**src/rpmc_pkg.sv**
```systemverilog
/*
  Shared constants and carrier types of the redriver power and mode control.
  Assumes a 20 MHz control clock and byte-wide register access over the
  serial control interface's internal register port.
*/
// How it works
// - bit 5 forces alternate lane mode
// - alternate mode swing from swing bits 7:5
// - alternate mode pre-emphasis from bits 1:0
// - lane register bits 7:2 give lanes, rate
// - enable low means full power-down
// - enable rising edge resets all state
// - writing bit 3 forces power-down
// - hot-plug low over 2 ms powers down
// - standby: hot-plug high, no clock seen
// - standby keeps clock receiver, control bus and DDC on
// - valid clock after hot-plug means normal
// - gating bit makes hot-plug ignored
// - source hot-plug follows sink outside power-down
// - power-down clears every control register
// - clock activity starts 3 to 5 us check
// - no clock found returns to stage one
package rpmc_pkg;

  localparam logic [7:0] RPMC_MODE_OFS  = 8'h09;
  localparam logic [7:0] RPMC_SWING_OFS = 8'h0c;
  localparam logic [7:0] RPMC_LANE_OFS  = 8'h30;

  localparam int RPMC_ALT_BIT   = 5;
  localparam int RPMC_PD_BIT    = 3;
  localparam int RPMC_GATE_BIT  = 2;
  localparam int RPMC_RATIO_BIT = 1;

  localparam logic [7:0] RPMC_REG_RESET  = 8'h00;
  localparam logic [7:0] RPMC_LANE_ALL   = 8'h3c; // all four lanes on
  localparam logic [1:0] RPMC_RATE_5G4   = 2'h2;  // rate code for 5.4 Gbps

  localparam int CLK_HZ         = 20_000_000;
  localparam int HPD_LOW_US     = 2000;
  localparam int DET_MIN_NS     = 3000;
  localparam int DET_MAX_NS     = 5000;
  // hot-plug low must exceed 2 ms, so add one cycle to the exact count
  localparam int HPD_LOW_CYC    = HPD_LOW_US * (CLK_HZ / 1_000_000) + 1;
  // detection window: at least 3 us (round up), at most 5 us
  localparam int DET_MIN_CYC    = (DET_MIN_NS * (CLK_HZ / 1_000_000)
                                   + 999) / 1000;
  localparam int DET_MAX_CYC    = DET_MAX_NS * (CLK_HZ / 1_000_000) / 1000;
  localparam int DET_HITS_MIN   = 8;  // clock edges needed to call it valid

  typedef enum logic [3:0] {
    RPMC_ST_PD    = 4'h1,
    RPMC_ST_STBY1 = 4'h2,
    RPMC_ST_DET   = 4'h4,
    RPMC_ST_NORM  = 4'h8
  } rpmc_state_t;

  typedef struct packed {
    logic       wr;
    logic       rd;
    logic [7:0] addr;
    logic [7:0] wdata;
  } rpmc_req_t;

  typedef struct packed {
    logic [3:0] lane_en;
    logic [1:0] rate;
    logic [2:0] swing;
    logic [1:0] preemph;
  } rpmc_lane_cfg_t;

  typedef struct packed {
    logic       rx_data_en;
    logic       rx_clk_en;
    logic       tx_en;
    logic       ctl_bus_en;
    logic       ddc_en;
  } rpmc_pwr_t;

endpackage

```
**src/rpmc_clk_detect.sv**
```systemverilog
/*
  Clock-lane activity checker for the standby detection stage.
  Assumes the activity input is already synchronised to clk_i.
*/
module rpmc_clk_detect
  import rpmc_pkg::*;
(
  input  wire logic clk_i,
  input  wire logic rst_i,
  input  wire logic start_i,
  input  wire logic act_i,
  output logic      done_o,
  output logic      valid_o
);

  logic [7:0] win_q;
  logic [7:0] hits_q;
  logic       act_q;
  logic       busy_q;

  // count activity edges over a window inside the 3..5 us span
  always_ff @(posedge clk_i) begin
    if (rst_i) begin
      win_q   <= 8'h00;
      hits_q  <= 8'h00;
      act_q   <= 1'b0;
      busy_q  <= 1'b0;
      done_o  <= 1'b0;
      valid_o <= 1'b0;
    end else begin
      act_q  <= act_i;
      done_o <= 1'b0;
      if (start_i && !busy_q) begin
        busy_q  <= 1'b1;
        win_q   <= 8'h00;
        hits_q  <= 8'h00;
        valid_o <= 1'b0;
      end else if (busy_q) begin
        win_q <= win_q + 8'h01;
        if (act_i && !act_q && hits_q != 8'hff)
          hits_q <= hits_q + 8'h01;
        if (win_q == 8'(DET_MAX_CYC - 1)) begin
          busy_q  <= 1'b0;
          done_o  <= 1'b1;
          valid_o <= (hits_q >= 8'(DET_HITS_MIN));
        end
      end
    end
  end

endmodule

```
**src/rpmc_top.sv**
```systemverilog
/*
  Power mode sequencer and mode registers of a four-lane video redriver.
  Assumes register reads and writes come from the serial control slave as
  one-cycle strobes on clk_i; pins arrive asynchronous and are synchronised.
*/
module rpmc_top
  import rpmc_pkg::*;
#(
  parameter int HPD_LOW_CYCLES = HPD_LOW_CYC
)
(
  input  wire logic                    clk_i,
  input  wire logic                    rst_i,
  input  wire logic                    out_enable_i,
  input  wire logic                    sink_hotplug_in_i,
  input  wire logic                    clk_lane_act_i,
  input  wire rpmc_pkg::rpmc_req_t     req_i,
  output logic [7:0]                   rdata_o,
  output logic                         rvalid_o,
  output logic                         source_hotplug_out_o,
  output rpmc_pkg::rpmc_state_t        state_o,
  output rpmc_pkg::rpmc_pwr_t          pwr_o,
  output rpmc_pkg::rpmc_lane_cfg_t     lane_cfg_o,
  output logic                         alt_mode_o,
  output logic                         clock_ratio_flag_o
);
  import rpmc_pkg::*;

  logic [1:0]  oe_sync_q;
  logic [1:0]  hpd_sync_q;
  logic [1:0]  act_sync_q;
  logic        oe_q;
  logic        oe_rise;
  logic [7:0]  mode_q;
  logic [7:0]  swing_q;
  logic [7:0]  lane_q;
  logic [15:0] hpd_low_q;
  logic        hpd_timeout;
  logic        hpd_ok;
  logic        pd_req;
  logic        det_start;
  logic        det_done;
  logic        det_valid;
  rpmc_state_t state_q;
  rpmc_state_t state_d;

  // two-flop synchronisers; only the second stage is read
  always_ff @(posedge clk_i) begin
    if (rst_i) begin
      oe_sync_q  <= 2'h0;
      hpd_sync_q <= 2'h0;
      act_sync_q <= 2'h0;
      oe_q       <= 1'b0;
    end else begin
      oe_sync_q  <= {oe_sync_q[0], out_enable_i};
      hpd_sync_q <= {hpd_sync_q[0], sink_hotplug_in_i};
      act_sync_q <= {act_sync_q[0], clk_lane_act_i};
      oe_q       <= oe_sync_q[1];
    end
  end

  assign oe_rise = oe_sync_q[1] && !oe_q;

  // sink hot-plug low timer; counts only while the enable pin is high
  always_ff @(posedge clk_i) begin
    if (rst_i || !oe_sync_q[1] || hpd_sync_q[1])
      hpd_low_q <= 16'h0000;
    else if (hpd_low_q != 16'(HPD_LOW_CYCLES))
      hpd_low_q <= hpd_low_q + 16'h0001;
  end

  // timeout only counts when the gating bit lets hot-plug matter
  // the count lags the synchroniser by one edge, so demand low now as well;
  // otherwise clearing the gate bit just as hot-plug returns powers down
  assign hpd_timeout = (hpd_low_q == 16'(HPD_LOW_CYCLES)) &&
                       !hpd_sync_q[1] &&
                       !mode_q[RPMC_GATE_BIT];
  assign hpd_ok      = mode_q[RPMC_GATE_BIT] || hpd_sync_q[1];
  assign pd_req      = !oe_sync_q[1] || mode_q[RPMC_PD_BIT] ||
                       hpd_timeout;

  // register file; cleared by reset, enable rise and any power-down entry
  always_ff @(posedge clk_i) begin
    if (rst_i || oe_rise || (state_q != RPMC_ST_PD && state_d == RPMC_ST_PD))
    begin
      mode_q  <= RPMC_REG_RESET;
      swing_q <= RPMC_REG_RESET;
      lane_q  <= RPMC_REG_RESET;
    end else if (req_i.wr && oe_sync_q[1]) begin
      unique case (req_i.addr)
        RPMC_MODE_OFS: begin
          mode_q <= req_i.wdata;
          // entering alternate mode self-configures lanes and rate
          if (req_i.wdata[RPMC_ALT_BIT] && !mode_q[RPMC_ALT_BIT])
            lane_q <= {RPMC_LANE_ALL[5:2], RPMC_RATE_5G4, 2'h0};
        end
        RPMC_SWING_OFS: swing_q <= req_i.wdata;
        RPMC_LANE_OFS:  lane_q  <= req_i.wdata;
        default: ;
      endcase
    end
  end

  // read port answers one cycle later; control bus is off while the enable pin is low
  always_ff @(posedge clk_i) begin
    if (rst_i) begin
      rdata_o  <= 8'h00;
      rvalid_o <= 1'b0;
    end else begin
      rvalid_o <= req_i.rd && oe_sync_q[1];
      unique case (req_i.addr)
        RPMC_MODE_OFS:  rdata_o <= mode_q;
        RPMC_SWING_OFS: rdata_o <= swing_q;
        RPMC_LANE_OFS:  rdata_o <= lane_q;
        default:        rdata_o <= 8'h00;
      endcase
    end
  end

  // next power state; power-down causes win over everything else
  always_comb begin
    state_d   = state_q;
    det_start = 1'b0;
    if (pd_req || oe_rise) begin
      state_d = RPMC_ST_PD;
    end else begin
      unique case (state_q)
        RPMC_ST_PD: begin
          if (hpd_ok)
            state_d = RPMC_ST_STBY1;
        end
        RPMC_ST_STBY1: begin
          if (!hpd_ok)
            state_d = RPMC_ST_STBY1;
          else if (act_sync_q[1]) begin
            state_d   = RPMC_ST_DET;
            det_start = 1'b1;
          end
        end
        RPMC_ST_DET: begin
          if (det_done)
            state_d = det_valid ? RPMC_ST_NORM
                                : RPMC_ST_STBY1;
        end
        RPMC_ST_NORM: begin
          if (!hpd_ok)
            state_d = RPMC_ST_STBY1;
        end
      endcase
    end
  end

  // power state register; reset selects power-down
  always_ff @(posedge clk_i) begin
    if (rst_i)
      state_q <= RPMC_ST_PD;
    else
      state_q <= state_d;
  end

  rpmc_clk_detect u_det (
    .clk_i   (clk_i),
    .rst_i   (rst_i || state_q != RPMC_ST_DET && !det_start),
    .start_i (det_start),
    .act_i   (act_sync_q[1]),
    .done_o  (det_done),
    .valid_o (det_valid)
  );

  // registered outputs derived from the next state to avoid extra lag
  always_ff @(posedge clk_i) begin
    if (rst_i) begin
      state_o              <= RPMC_ST_PD;
      pwr_o                <= '0;
      source_hotplug_out_o <= 1'b1;
    end else begin
      state_o <= state_d;
      unique case (state_d)
        RPMC_ST_PD:    pwr_o <= '0;
        RPMC_ST_STBY1,
        RPMC_ST_DET:   pwr_o <= 5'b01011;
        RPMC_ST_NORM:  pwr_o <= 5'b11111;
      endcase
      // high in power-down, otherwise a copy of the sink level
      source_hotplug_out_o <= (state_d == RPMC_ST_PD) ? 1'b1
                                                       : hpd_sync_q[1];
    end
  end

  // lane settings; alternate mode takes globals from the registers
  always_ff @(posedge clk_i) begin
    if (rst_i) begin
      lane_cfg_o         <= '0;
      alt_mode_o         <= 1'b0;
      clock_ratio_flag_o <= 1'b0;
    end else begin
      alt_mode_o         <= mode_q[RPMC_ALT_BIT];
      clock_ratio_flag_o <= mode_q[RPMC_RATIO_BIT];
      if (mode_q[RPMC_ALT_BIT]) begin
        lane_cfg_o.swing   <= swing_q[7:5];
        lane_cfg_o.preemph <= swing_q[1:0];
        lane_cfg_o.lane_en <= lane_q[7:4] & {4{state_q == RPMC_ST_NORM}};
        lane_cfg_o.rate    <= lane_q[3:2];
      end else begin
        lane_cfg_o.swing   <= 3'h0;
        lane_cfg_o.preemph <= 2'h0;
        lane_cfg_o.lane_en <= {4{state_q == RPMC_ST_NORM}};
        lane_cfg_o.rate    <= 2'h0;
      end
    end
  end

endmodule

```
**config.mk**
```make
export PLATFORM = sky130hd
export DESIGN_NAME = rpmc_top
export DESIGN_NICKNAME = d
export VERILOG_FILES = /design/src/rpmc_pkg.sv /design/src/rpmc_clk_detect.sv /design/src/rpmc_top.sv
export SDC_FILE = /design/constraint.sdc
export NUM_CORES = 1
export LEC_CHECK = 0
export ABC_AREA = 1
export ABC_CLOCK_PERIOD_IN_PS = 2400
export BUFFER_PORTS_ARGS = -buffer_cell sky130_fd_sc_hd__buf_4
export CAP_MARGIN = 20
export CORE_MARGIN = 2
export CORE_UTILIZATION = 40
export CTS_CLUSTER_DIAMETER = 100
export DETAILED_ROUTE_END_ITERATION = 6
export GPL_TIMING_DRIVEN = 0
export PLACE_DENSITY = 0.62
export SKIP_LAST_GASP = 1
export SLEW_MARGIN = 15
export SYNTH_ARGS = -nofsm -noshare
export SYNTH_HDL_FRONTEND = slang
export SYNTH_HIERARCHICAL = 1
export SYNTH_SLANG_ARGS = --single-unit
```
**constraint.sdc**
```tcl
create_clock -name clk_i -period 2.4 [get_ports clk_i]
set_clock_uncertainty 0.05 [all_clocks]
set_input_delay 0.6 -clock clk_i [delete_from_list [all_inputs] [get_ports clk_i]]
set_output_delay 0.6 -clock clk_i [all_outputs]
set_load 0.05 [all_outputs]
```
==> flow_summary_export.csv, run 1 <==
group,metric,value,unit
detailed_routing,dr_total_vias,3826,
timing,period_minus_slack,2.074,ns
logic_synthesis,yosys-top-cells-count,"nand2_1 (105), dfxtp_1 (96), inv_1 (96), nor2_1 (88)",
logic_synthesis,syn_area,4571,um^2
logic_synthesis,synth_warnings,6,
finish,drive_above_1_share,0.2273,
finish,fin_cells,825,
logic_synthesis,synth_simple_gate_area_frac,0.3466,
finish,multiInputGateArea,2122,um^2
detailed_routing,route.met3.wl,372,um
critical_path,crit_type,"reg -> reg",
timing,slew_viol_final,0,
logic_synthesis,synth.avg_cell_area,7.456,um^2
critical_path,arrival,2.31,ns
critical_path,cp-end-kind,"register",
power_and_ir_drop,power_frac_seq,0.526,
detailed_routing,via_per_inst,4.638,
power_and_ir_drop,power_leakage,2.147,nW
finish,n_fill_cell,1157,
logic_synthesis,ys_seq_area_frac,0.4205,
floorplan,die_w,110.9,um
grt,grt_max_degree,17,
timing,final-setup-viol-count,0,
place,portBuffers,53,
detailed_routing,wl_met1,4.755,mm
logic_synthesis,synth_compound_area_frac,0.09828,
floorplan,die-area,12300,um^2
detailed_routing,dr_wl_met2,4.686,mm
place,dp.cells,809,
place,gp_congestion,0.8319,
timing,fin_ws,0.3261,ns
logic_synthesis,synth-edff-count,0,
clock_tree,cts_tree,"yes",
logic_synthesis,yosysTopAreaCell,"dfxtp_1",
logic_synthesis,yosysMostFrequentCell,"nand2_1",
logic_synthesis,synth_xor_area_frac,0.005749,
clock_tree,ctsResizeCount,0,
logic_synthesis,synthDistinctLibCells,41,
logic_synthesis,synthTopCellsByArea,"dfxtp_1 (42%), nand2_1 (8.6%), inv_1 (7.9%)",
detailed_routing,drt-total-wl,9.944,mm
logic_synthesis,synthFlopType,"dfxtp_1",
floorplan,start_util,0.4055,
timing,worst_pin_slew,0.4952,ns
logic_synthesis,synth_cells,613,
logic_synthesis,yosysTopAreaCellShare,0.4205,
critical_path,startpoint_type,"register",
grt,grt_pass1_wl,17.02,mm
timing,hold_viol_final,0,
logic_synthesis,muxShareOfSynthArea,0,
timing,tns,0,ns
grt,grt_pass1_vias,3582,
flow_run,maxCapViolCount,0,
grt,grt_overflow,0,
floorplan,dieHeight,110.9,um
detailed_routing,drcViolationCount,0,
timing,final.period_utilization,0.8641,
finish,area_growth,18.59,%
detailed_routing,dr.first_iter.drc_count,196,
critical_path,required,2.63,ns
finish,seq_area,1922,um^2
clock_tree,numCtsBuffers,9,
logic_synthesis,synth_seq_cells,96,
power_and_ir_drop,peakVddDrop,0.4494,mV
detailed_routing,wire_per_inst,12.05,um
clock_tree,clk-insertion-delay-late,0.35,ns
timing,slew_headroom,0.6664,
logic_synthesis,synth_top_family_by_area,"simple AND/OR/NAND/NOR gates",
run_status,status,"completed",
grt,antenna_found_initial,0,
power_and_ir_drop,power,3.047,mW
timing,max_freq,0.4822,GHz
logic_synthesis,synthAdderAreaFrac,0.01369,
finish,antennaDiodeCount,0,
power_and_ir_drop,combinationalPowerShare,0.037,
floorplan,rows,39,
clock_tree,postCtsSetupBuffers,0,
place,dp_hpwl,7.637,mm
detailed_routing,top_layer_used,"met4",
clock_tree,path_clk_slew,0.07,ns
logic_synthesis,syn-num-nets,641,
floorplan,fp.coreArea,11270,um^2
clock_tree,cts_buffer_depth,2,
logic_synthesis,async_flop_share,0,
power_and_ir_drop,power_density,562.2,nW/um^2
power_and_ir_drop,p_int,2.349,mW
detailed_routing,dr.pass1.iters,5,
clock_tree,h-tree-depth,3,
clock_tree,clock_sinks,96,
critical_path,critPathMaxFanout,10,
power_and_ir_drop,p_switching,0.6985,mW
power_and_ir_drop,switching_share,0.2292,
clock_tree,holdBufCountCts,0,
finish,final_nets,705,
detailed_routing,ant_nets,0,
worst_hold_path,hp-class,"reg -> reg",
power_and_ir_drop,p_clk_frac,0.437,
place,post-place-ws,0.1706,ns
grt,track_usage,0.1701,
floorplan,ios,55,
clock_tree,cts_root_buffer,"clkbuf_16",
timing,rsz0062_at_grt,"no",
[layout make-up]
cell class	instances	area share
sequential	96	0.3546
clock buffer	10	0.04224
multi-input combinational	393	0.3915
timing repair buffer	53	0.07341
inverter	112	0.07756
clock inverter	6	0.008079
tap	143	0.03301
buffer	12	0.01962
[per-layer routing]
layer  vias to the layer above  global-route usage
met4                         0             0.05000
met1                      1724              0.2205
met5                         -                   0
li1                       2029                   -
met2                        64              0.2806
met3                         9             0.04319
[state kept, by name, indices dropped and copies added, names as in the netlist, 2 cells and up]
name	flops
hpd_low_q	16
lane_cfg_o	11
lane_q	8
mode_q	8
rdata_o	8
swing_q	8
u_det/hits_q	8
u_det/win_q	8
state_o	4
act_sync_q	2
hpd_sync_q	2
oe_sync_q	2
pwr_o	2
[placed cells by master (no fill, tap or decap), drive strengths merged]
| cell type | synthesis | final |
|---|---|---|
| a211oi | 1 | 1 |
| a21oi | 29 | 29 |
| a31oi | 1 | 1 |
| and2 | 1 | 1 |
| buf | 10 | 63 |
| clkbuf | 2 | 12 |
| clkinv | 3 | 7 |
| clkinvlp | 0 | 1 |
| dfxtp | 96 | 96 |
| ha | 5 | 5 |
| inv | 109 | 110 |
| nand2 | 117 | 117 |
| nand3 | 33 | 33 |
| nand4 | 9 | 9 |
| nor2 | 124 | 124 |
| nor3 | 15 | 15 |
| nor3b | 3 | 3 |
| nor4 | 1 | 1 |
| o21a | 3 | 3 |
| o21ai | 39 | 39 |
| o21bai | 1 | 1 |
| o221ai | 2 | 2 |
| o22ai | 4 | 4 |
| o31ai | 1 | 1 |
| or2 | 1 | 1 |
| xnor2 | 1 | 1 |
| xor2 | 2 | 2 |
[path summary, 6_finish.rpt]
kind | startpoint | to | slack (ns) | cells past startpoint
setup reg to reg | state_o[2] | u_det/hits_q[4] | 0.33 | 9
hold / removal | hpd_sync_q[0] | hpd_sync_q[1] | 0.35 | 2
setup / recovery | state_o[2] | u_det/hits_q[4] | 0.33 | 9
hold reg to reg | hpd_sync_q[0] | hpd_sync_q[1] | 0.35 | 2
[power groups by stage]
stage | registers, mW | logic (mW) | clock network (mW)
3_3_place_gp | 1.64 | 0.113 | 0
2_1_floorplan | 1.64 | 0.0672 | 0
6_report | 1.60 | 0.114 | 1.33
3_5_place_dp | 1.64 | 0.115 | 0
4_1_cts | 1.60 | 0.115 | 1.37
5_1_grt | 1.60 | 0.126 | 1.42
[worst max-delay path: stages, from the launching register on]
cell and delay [ns]:
dfxtp_1 0.35, nor2_1 0.21, nand3_2 0.13, nor2_1 0.17, and2_1 0.23, o21ai_0 0.21, a21oi_2 0.27, buf_4 0.23
o21ai_1 0.08, nor2_1 0.08
[metrics by stage]
step	hold WS (ns)	utilization	cell area, um^2
finish	0.3517	0.4809	5420
global route	0.3719	0.4809	5420
CTS	0.3545	0.4809	5420
detailed placement	0.3440	0.4567	5147
global placement	0.3391	0.4567	5147
floorplan	0.3383	-	4571
[cell families after synthesis]
| group | after synthesis |
|---|---|
| buffers and inverters | 124 |
| xor gates and xnor gates | 3 |
| and+or+nand+nor | 304 |
| DFF | 96 |
| AOI/OAI and AO/OA | 81 |
| adders and majority gates | 5 |
(Power assumes the default switching activity.)
==> run 2, diff against run 1 <==
--- a/config.mk
+++ b/config.mk
@@ -14,10 +14,10 @@
 export CTS_CLUSTER_DIAMETER = 100
 export DETAILED_ROUTE_END_ITERATION = 6
 export GPL_TIMING_DRIVEN = 0
-export PLACE_DENSITY = 0.62
+export PLACE_DENSITY = 0.58
 export SKIP_LAST_GASP = 1
 export SLEW_MARGIN = 15
 export SYNTH_ARGS = -nofsm -noshare
 export SYNTH_HDL_FRONTEND = slang
-export SYNTH_HIERARCHICAL = 1
 export SYNTH_SLANG_ARGS = --single-unit
+export TNS_END_PERCENT = 10
==> flow_summary_export.csv, run 2 <==
group,metric,value,unit
grt,grt_overflow,0,
logic_synthesis,syn-num-nets,609,
logic_synthesis,yosys-top-cells-count,"nor2_1 (116), dfxtp_1 (96), inv_1 (92), nand2_1 (80), a21oi_1 (30)",
timing,rsz0062_at_grt,"no",
timing,period_minus_slack,1.959,ns
clock_tree,numCtsBuffers,9,
finish,final_nets,673,
detailed_routing,via_per_inst,4.661,
logic_synthesis,synthFlopType,"dfxtp_1",
finish,finalCoreUtilization,0.4875,
grt,grt_pass1_vias,3486,
finish,area_growth,18.26,%
logic_synthesis,synthTopCellsByArea,"dfxtp_1 (45%), nor2_1 (10%), inv_1 (8.1%)",
place,portBuffers,53,
detailed_routing,wire_per_inst,11.81,um
power_and_ir_drop,power_leakage,1.977,nW
critical_path,required,2.56,ns
logic_synthesis,synth_warnings,0,
floorplan,die_w,107.1,um
floorplan,rows,37,
critical_path,arrival,2.12,ns
grt,grt_max_degree,16,
critical_path,critPathMaxFanout,8,
place,gp_congestion,0.8090,
logic_synthesis,synth_seq_cells,96,
detailed_routing,ant_nets,0,
finish,antennaDiodeCount,0,
logic_synthesis,syn_area,4255,um^2
floorplan,die-area,11480,um^2
grt,grt_pass1_wl,15.64,mm
timing,final.period_utilization,0.8164,
power_and_ir_drop,peakVddDrop,0.3775,mV
clock_tree,cts_tree,"yes",
finish,largestRegisters,"hpd_low_q: 16 flops, lane_cfg_o: 11 flops",
timing,hold_viol_final,0,
timing,slew_viol_final,0,
run_status,status,"completed",
floorplan,dieHeight,107.1,um
detailed_routing,drcViolationCount,0,
logic_synthesis,ys_seq_area_frac,0.4516,
clock_tree,holdBufCountCts,0,
logic_synthesis,yosysTopAreaCellShare,0.4516,
timing,slew_headroom,0.4470,
clock_tree,clk-insertion-delay-late,0.35,ns
power_and_ir_drop,combinationalPowerShare,0.032,
floorplan,start_util,0.4122,
critical_path,reg2reg_setup_slack,0.46,ns
finish,top_register,"hpd_low_q",
clock_tree,ctsResizeCount,0,
clock_tree,clock_sinks,96,
finish,n_fill_cell,1025,
logic_synthesis,synth-edff-count,0,
grt,antenna_found_initial,0,
finish,largest_reg_flops,16,
grt,track_usage,0.1705,
worst_hold_path,hp-class,"reg -> reg",
finish,drive_above_1_share,0.1880,
detailed_routing,dr.first_iter.drc_count,111,
critical_path,startpoint_type,"input port",
timing,max_freq,0.5104,GHz
logic_synthesis,yosysTopAreaCell,"dfxtp_1",
clock_tree,h-tree-depth,3,
clock_tree,path_clk_slew,0.10,ns
logic_synthesis,async_flop_share,0,
clock_tree,cts_buffer_depth,2,
finish,mostFrequentLayoutCells,"nor2_1 (116), dfxtp_1 (96), inv_1 (92), nand2_1 (80), buf_4 (57)",
flow_run,maxCapViolCount,0,
logic_synthesis,synthDistinctLibCells,39,
logic_synthesis,yosysMostFrequentCell,"nor2_1",
floorplan,ios,55,
timing,final-setup-viol-count,0,
power_and_ir_drop,p_int,2.220,mW
detailed_routing,drt-total-wl,9.272,mm
detailed_routing,dr_total_vias,3659,
power_and_ir_drop,p_switching,0.6139,mW
critical_path,cp-end-kind,"register",
timing,worst_pin_slew,0.8245,ns
logic_synthesis,synth_cells,581,
clock_tree,cts_root_buffer,"clkbuf_8",
power_and_ir_drop,power,2.834,mW
power_and_ir_drop,p_clk_frac,0.403,
finish,layout_commonest_cell,"nor2_1",
place,dp_hpwl,6.917,mm
floorplan,fp.coreArea,10320,um^2
timing,tns,0,ns
detailed_routing,dr.pass1.iters,4,
power_and_ir_drop,power_frac_seq,0.565,
critical_path,crit_type,"in -> reg",
power_and_ir_drop,power_density,563.2,nW/um^2
logic_synthesis,synth.avg_cell_area,7.324,um^2
power_and_ir_drop,switching_share,0.2166,
clock_tree,postCtsSetupBuffers,0,
run 2: cell types whose count changed after synthesis, moves of 5 or more:
cell,delta
nor2_1,+28
nor2_4,-22
nand2_1,-25
o21ai_1,+8
nor2_2,-6
o21ai_0,-10
nand3_1,-5
nand3_2,-6
nand4_1,-5
nor3_1,+6
run 2: per-layer routing:
layer / wire (um) / global-route usage / vias to the layer above
met1: 4397 / 0.2166 / 1650
met2: 4405 / 0.2871 / 58
met3: 358 / 0.03647 / 11
met4: 110 / 0.05566 / 0
met5: 0 / 0 / -
li1: - / - / 1940
run 2: per-stage QoR:
| step | setup WS [ns] | instances | hold slack (ns) | cell area, um^2 |
|---|---|---|---|---|
| 5_1_grt | 0.2772 | 785 | 0.3650 | 5032 |
| 6_report | 0.4406 | 785 | 0.3474 | 5032 |
| 2_1_floorplan | 0.4718 | 581 | 0.3383 | 4255 |
| 4_1_cts | 0.4513 | 785 | 0.3489 | 5032 |
| 3_5_place_dp | 0.08974 | 770 | 0.3470 | 4823 |
| 3_3_place_gp | 0.1012 | 770 | 0.3411 | 4823 |
run 2: cell families after synthesis:
family	count (synthesis)	synth area share
compound gates	85	0.1158
xor+xnor	6	0.01235
fa+ha+maj	5	0.01470
buf+inv	117	0.1147
flops	96	0.4516
simple gates	272	0.2908
run 2: power by group through the flow:
stage | Clock [mW] | Sequential [mW] | Combinational, mW
finish | 1.14 | 1.60 | 0.0904
global route | 1.24 | 1.60 | 0.101
CTS | 1.18 | 1.60 | 0.0915
detailed placement | 0 | 1.64 | 0.0912
global placement | 0 | 1.64 | 0.0904
floorplan | 0 | 1.64 | 0.0459
run 2: cell type report:
class	instances	area, um^2	share of cell area
plain buffers	13	96.34	0.01914
clock buffers	10	127.6	0.02536
clock inverters	5	81.33	0.01616
inverters	104	391.6	0.07782
multi-input cells	368	1846	0.3667
flip-flops and latches	96	1922	0.3819
well taps	136	170.2	0.03381
repair buffers	53	397.9	0.07907
run 2: worst paths after layout:
path	to	start	depth (start not counted)
worst max-delay path	rdata_o[3]	req_i[8]	7
worst min-delay path	act_sync_q[1]	act_sync_q[0]	2
worst max register to register	mode_q[7]	hpd_low_q[0]	11
worst min register to register	act_sync_q[1]	act_sync_q[0]	2
run 2: critical path, cell delays in order:
cell and delay, ns:
buf_4 0.08, or2_1 0.17, nor2_1 0.06, nand2_1 0.16, inv_1 0.17, o31ai_2 0.76, nor2_1 0.12
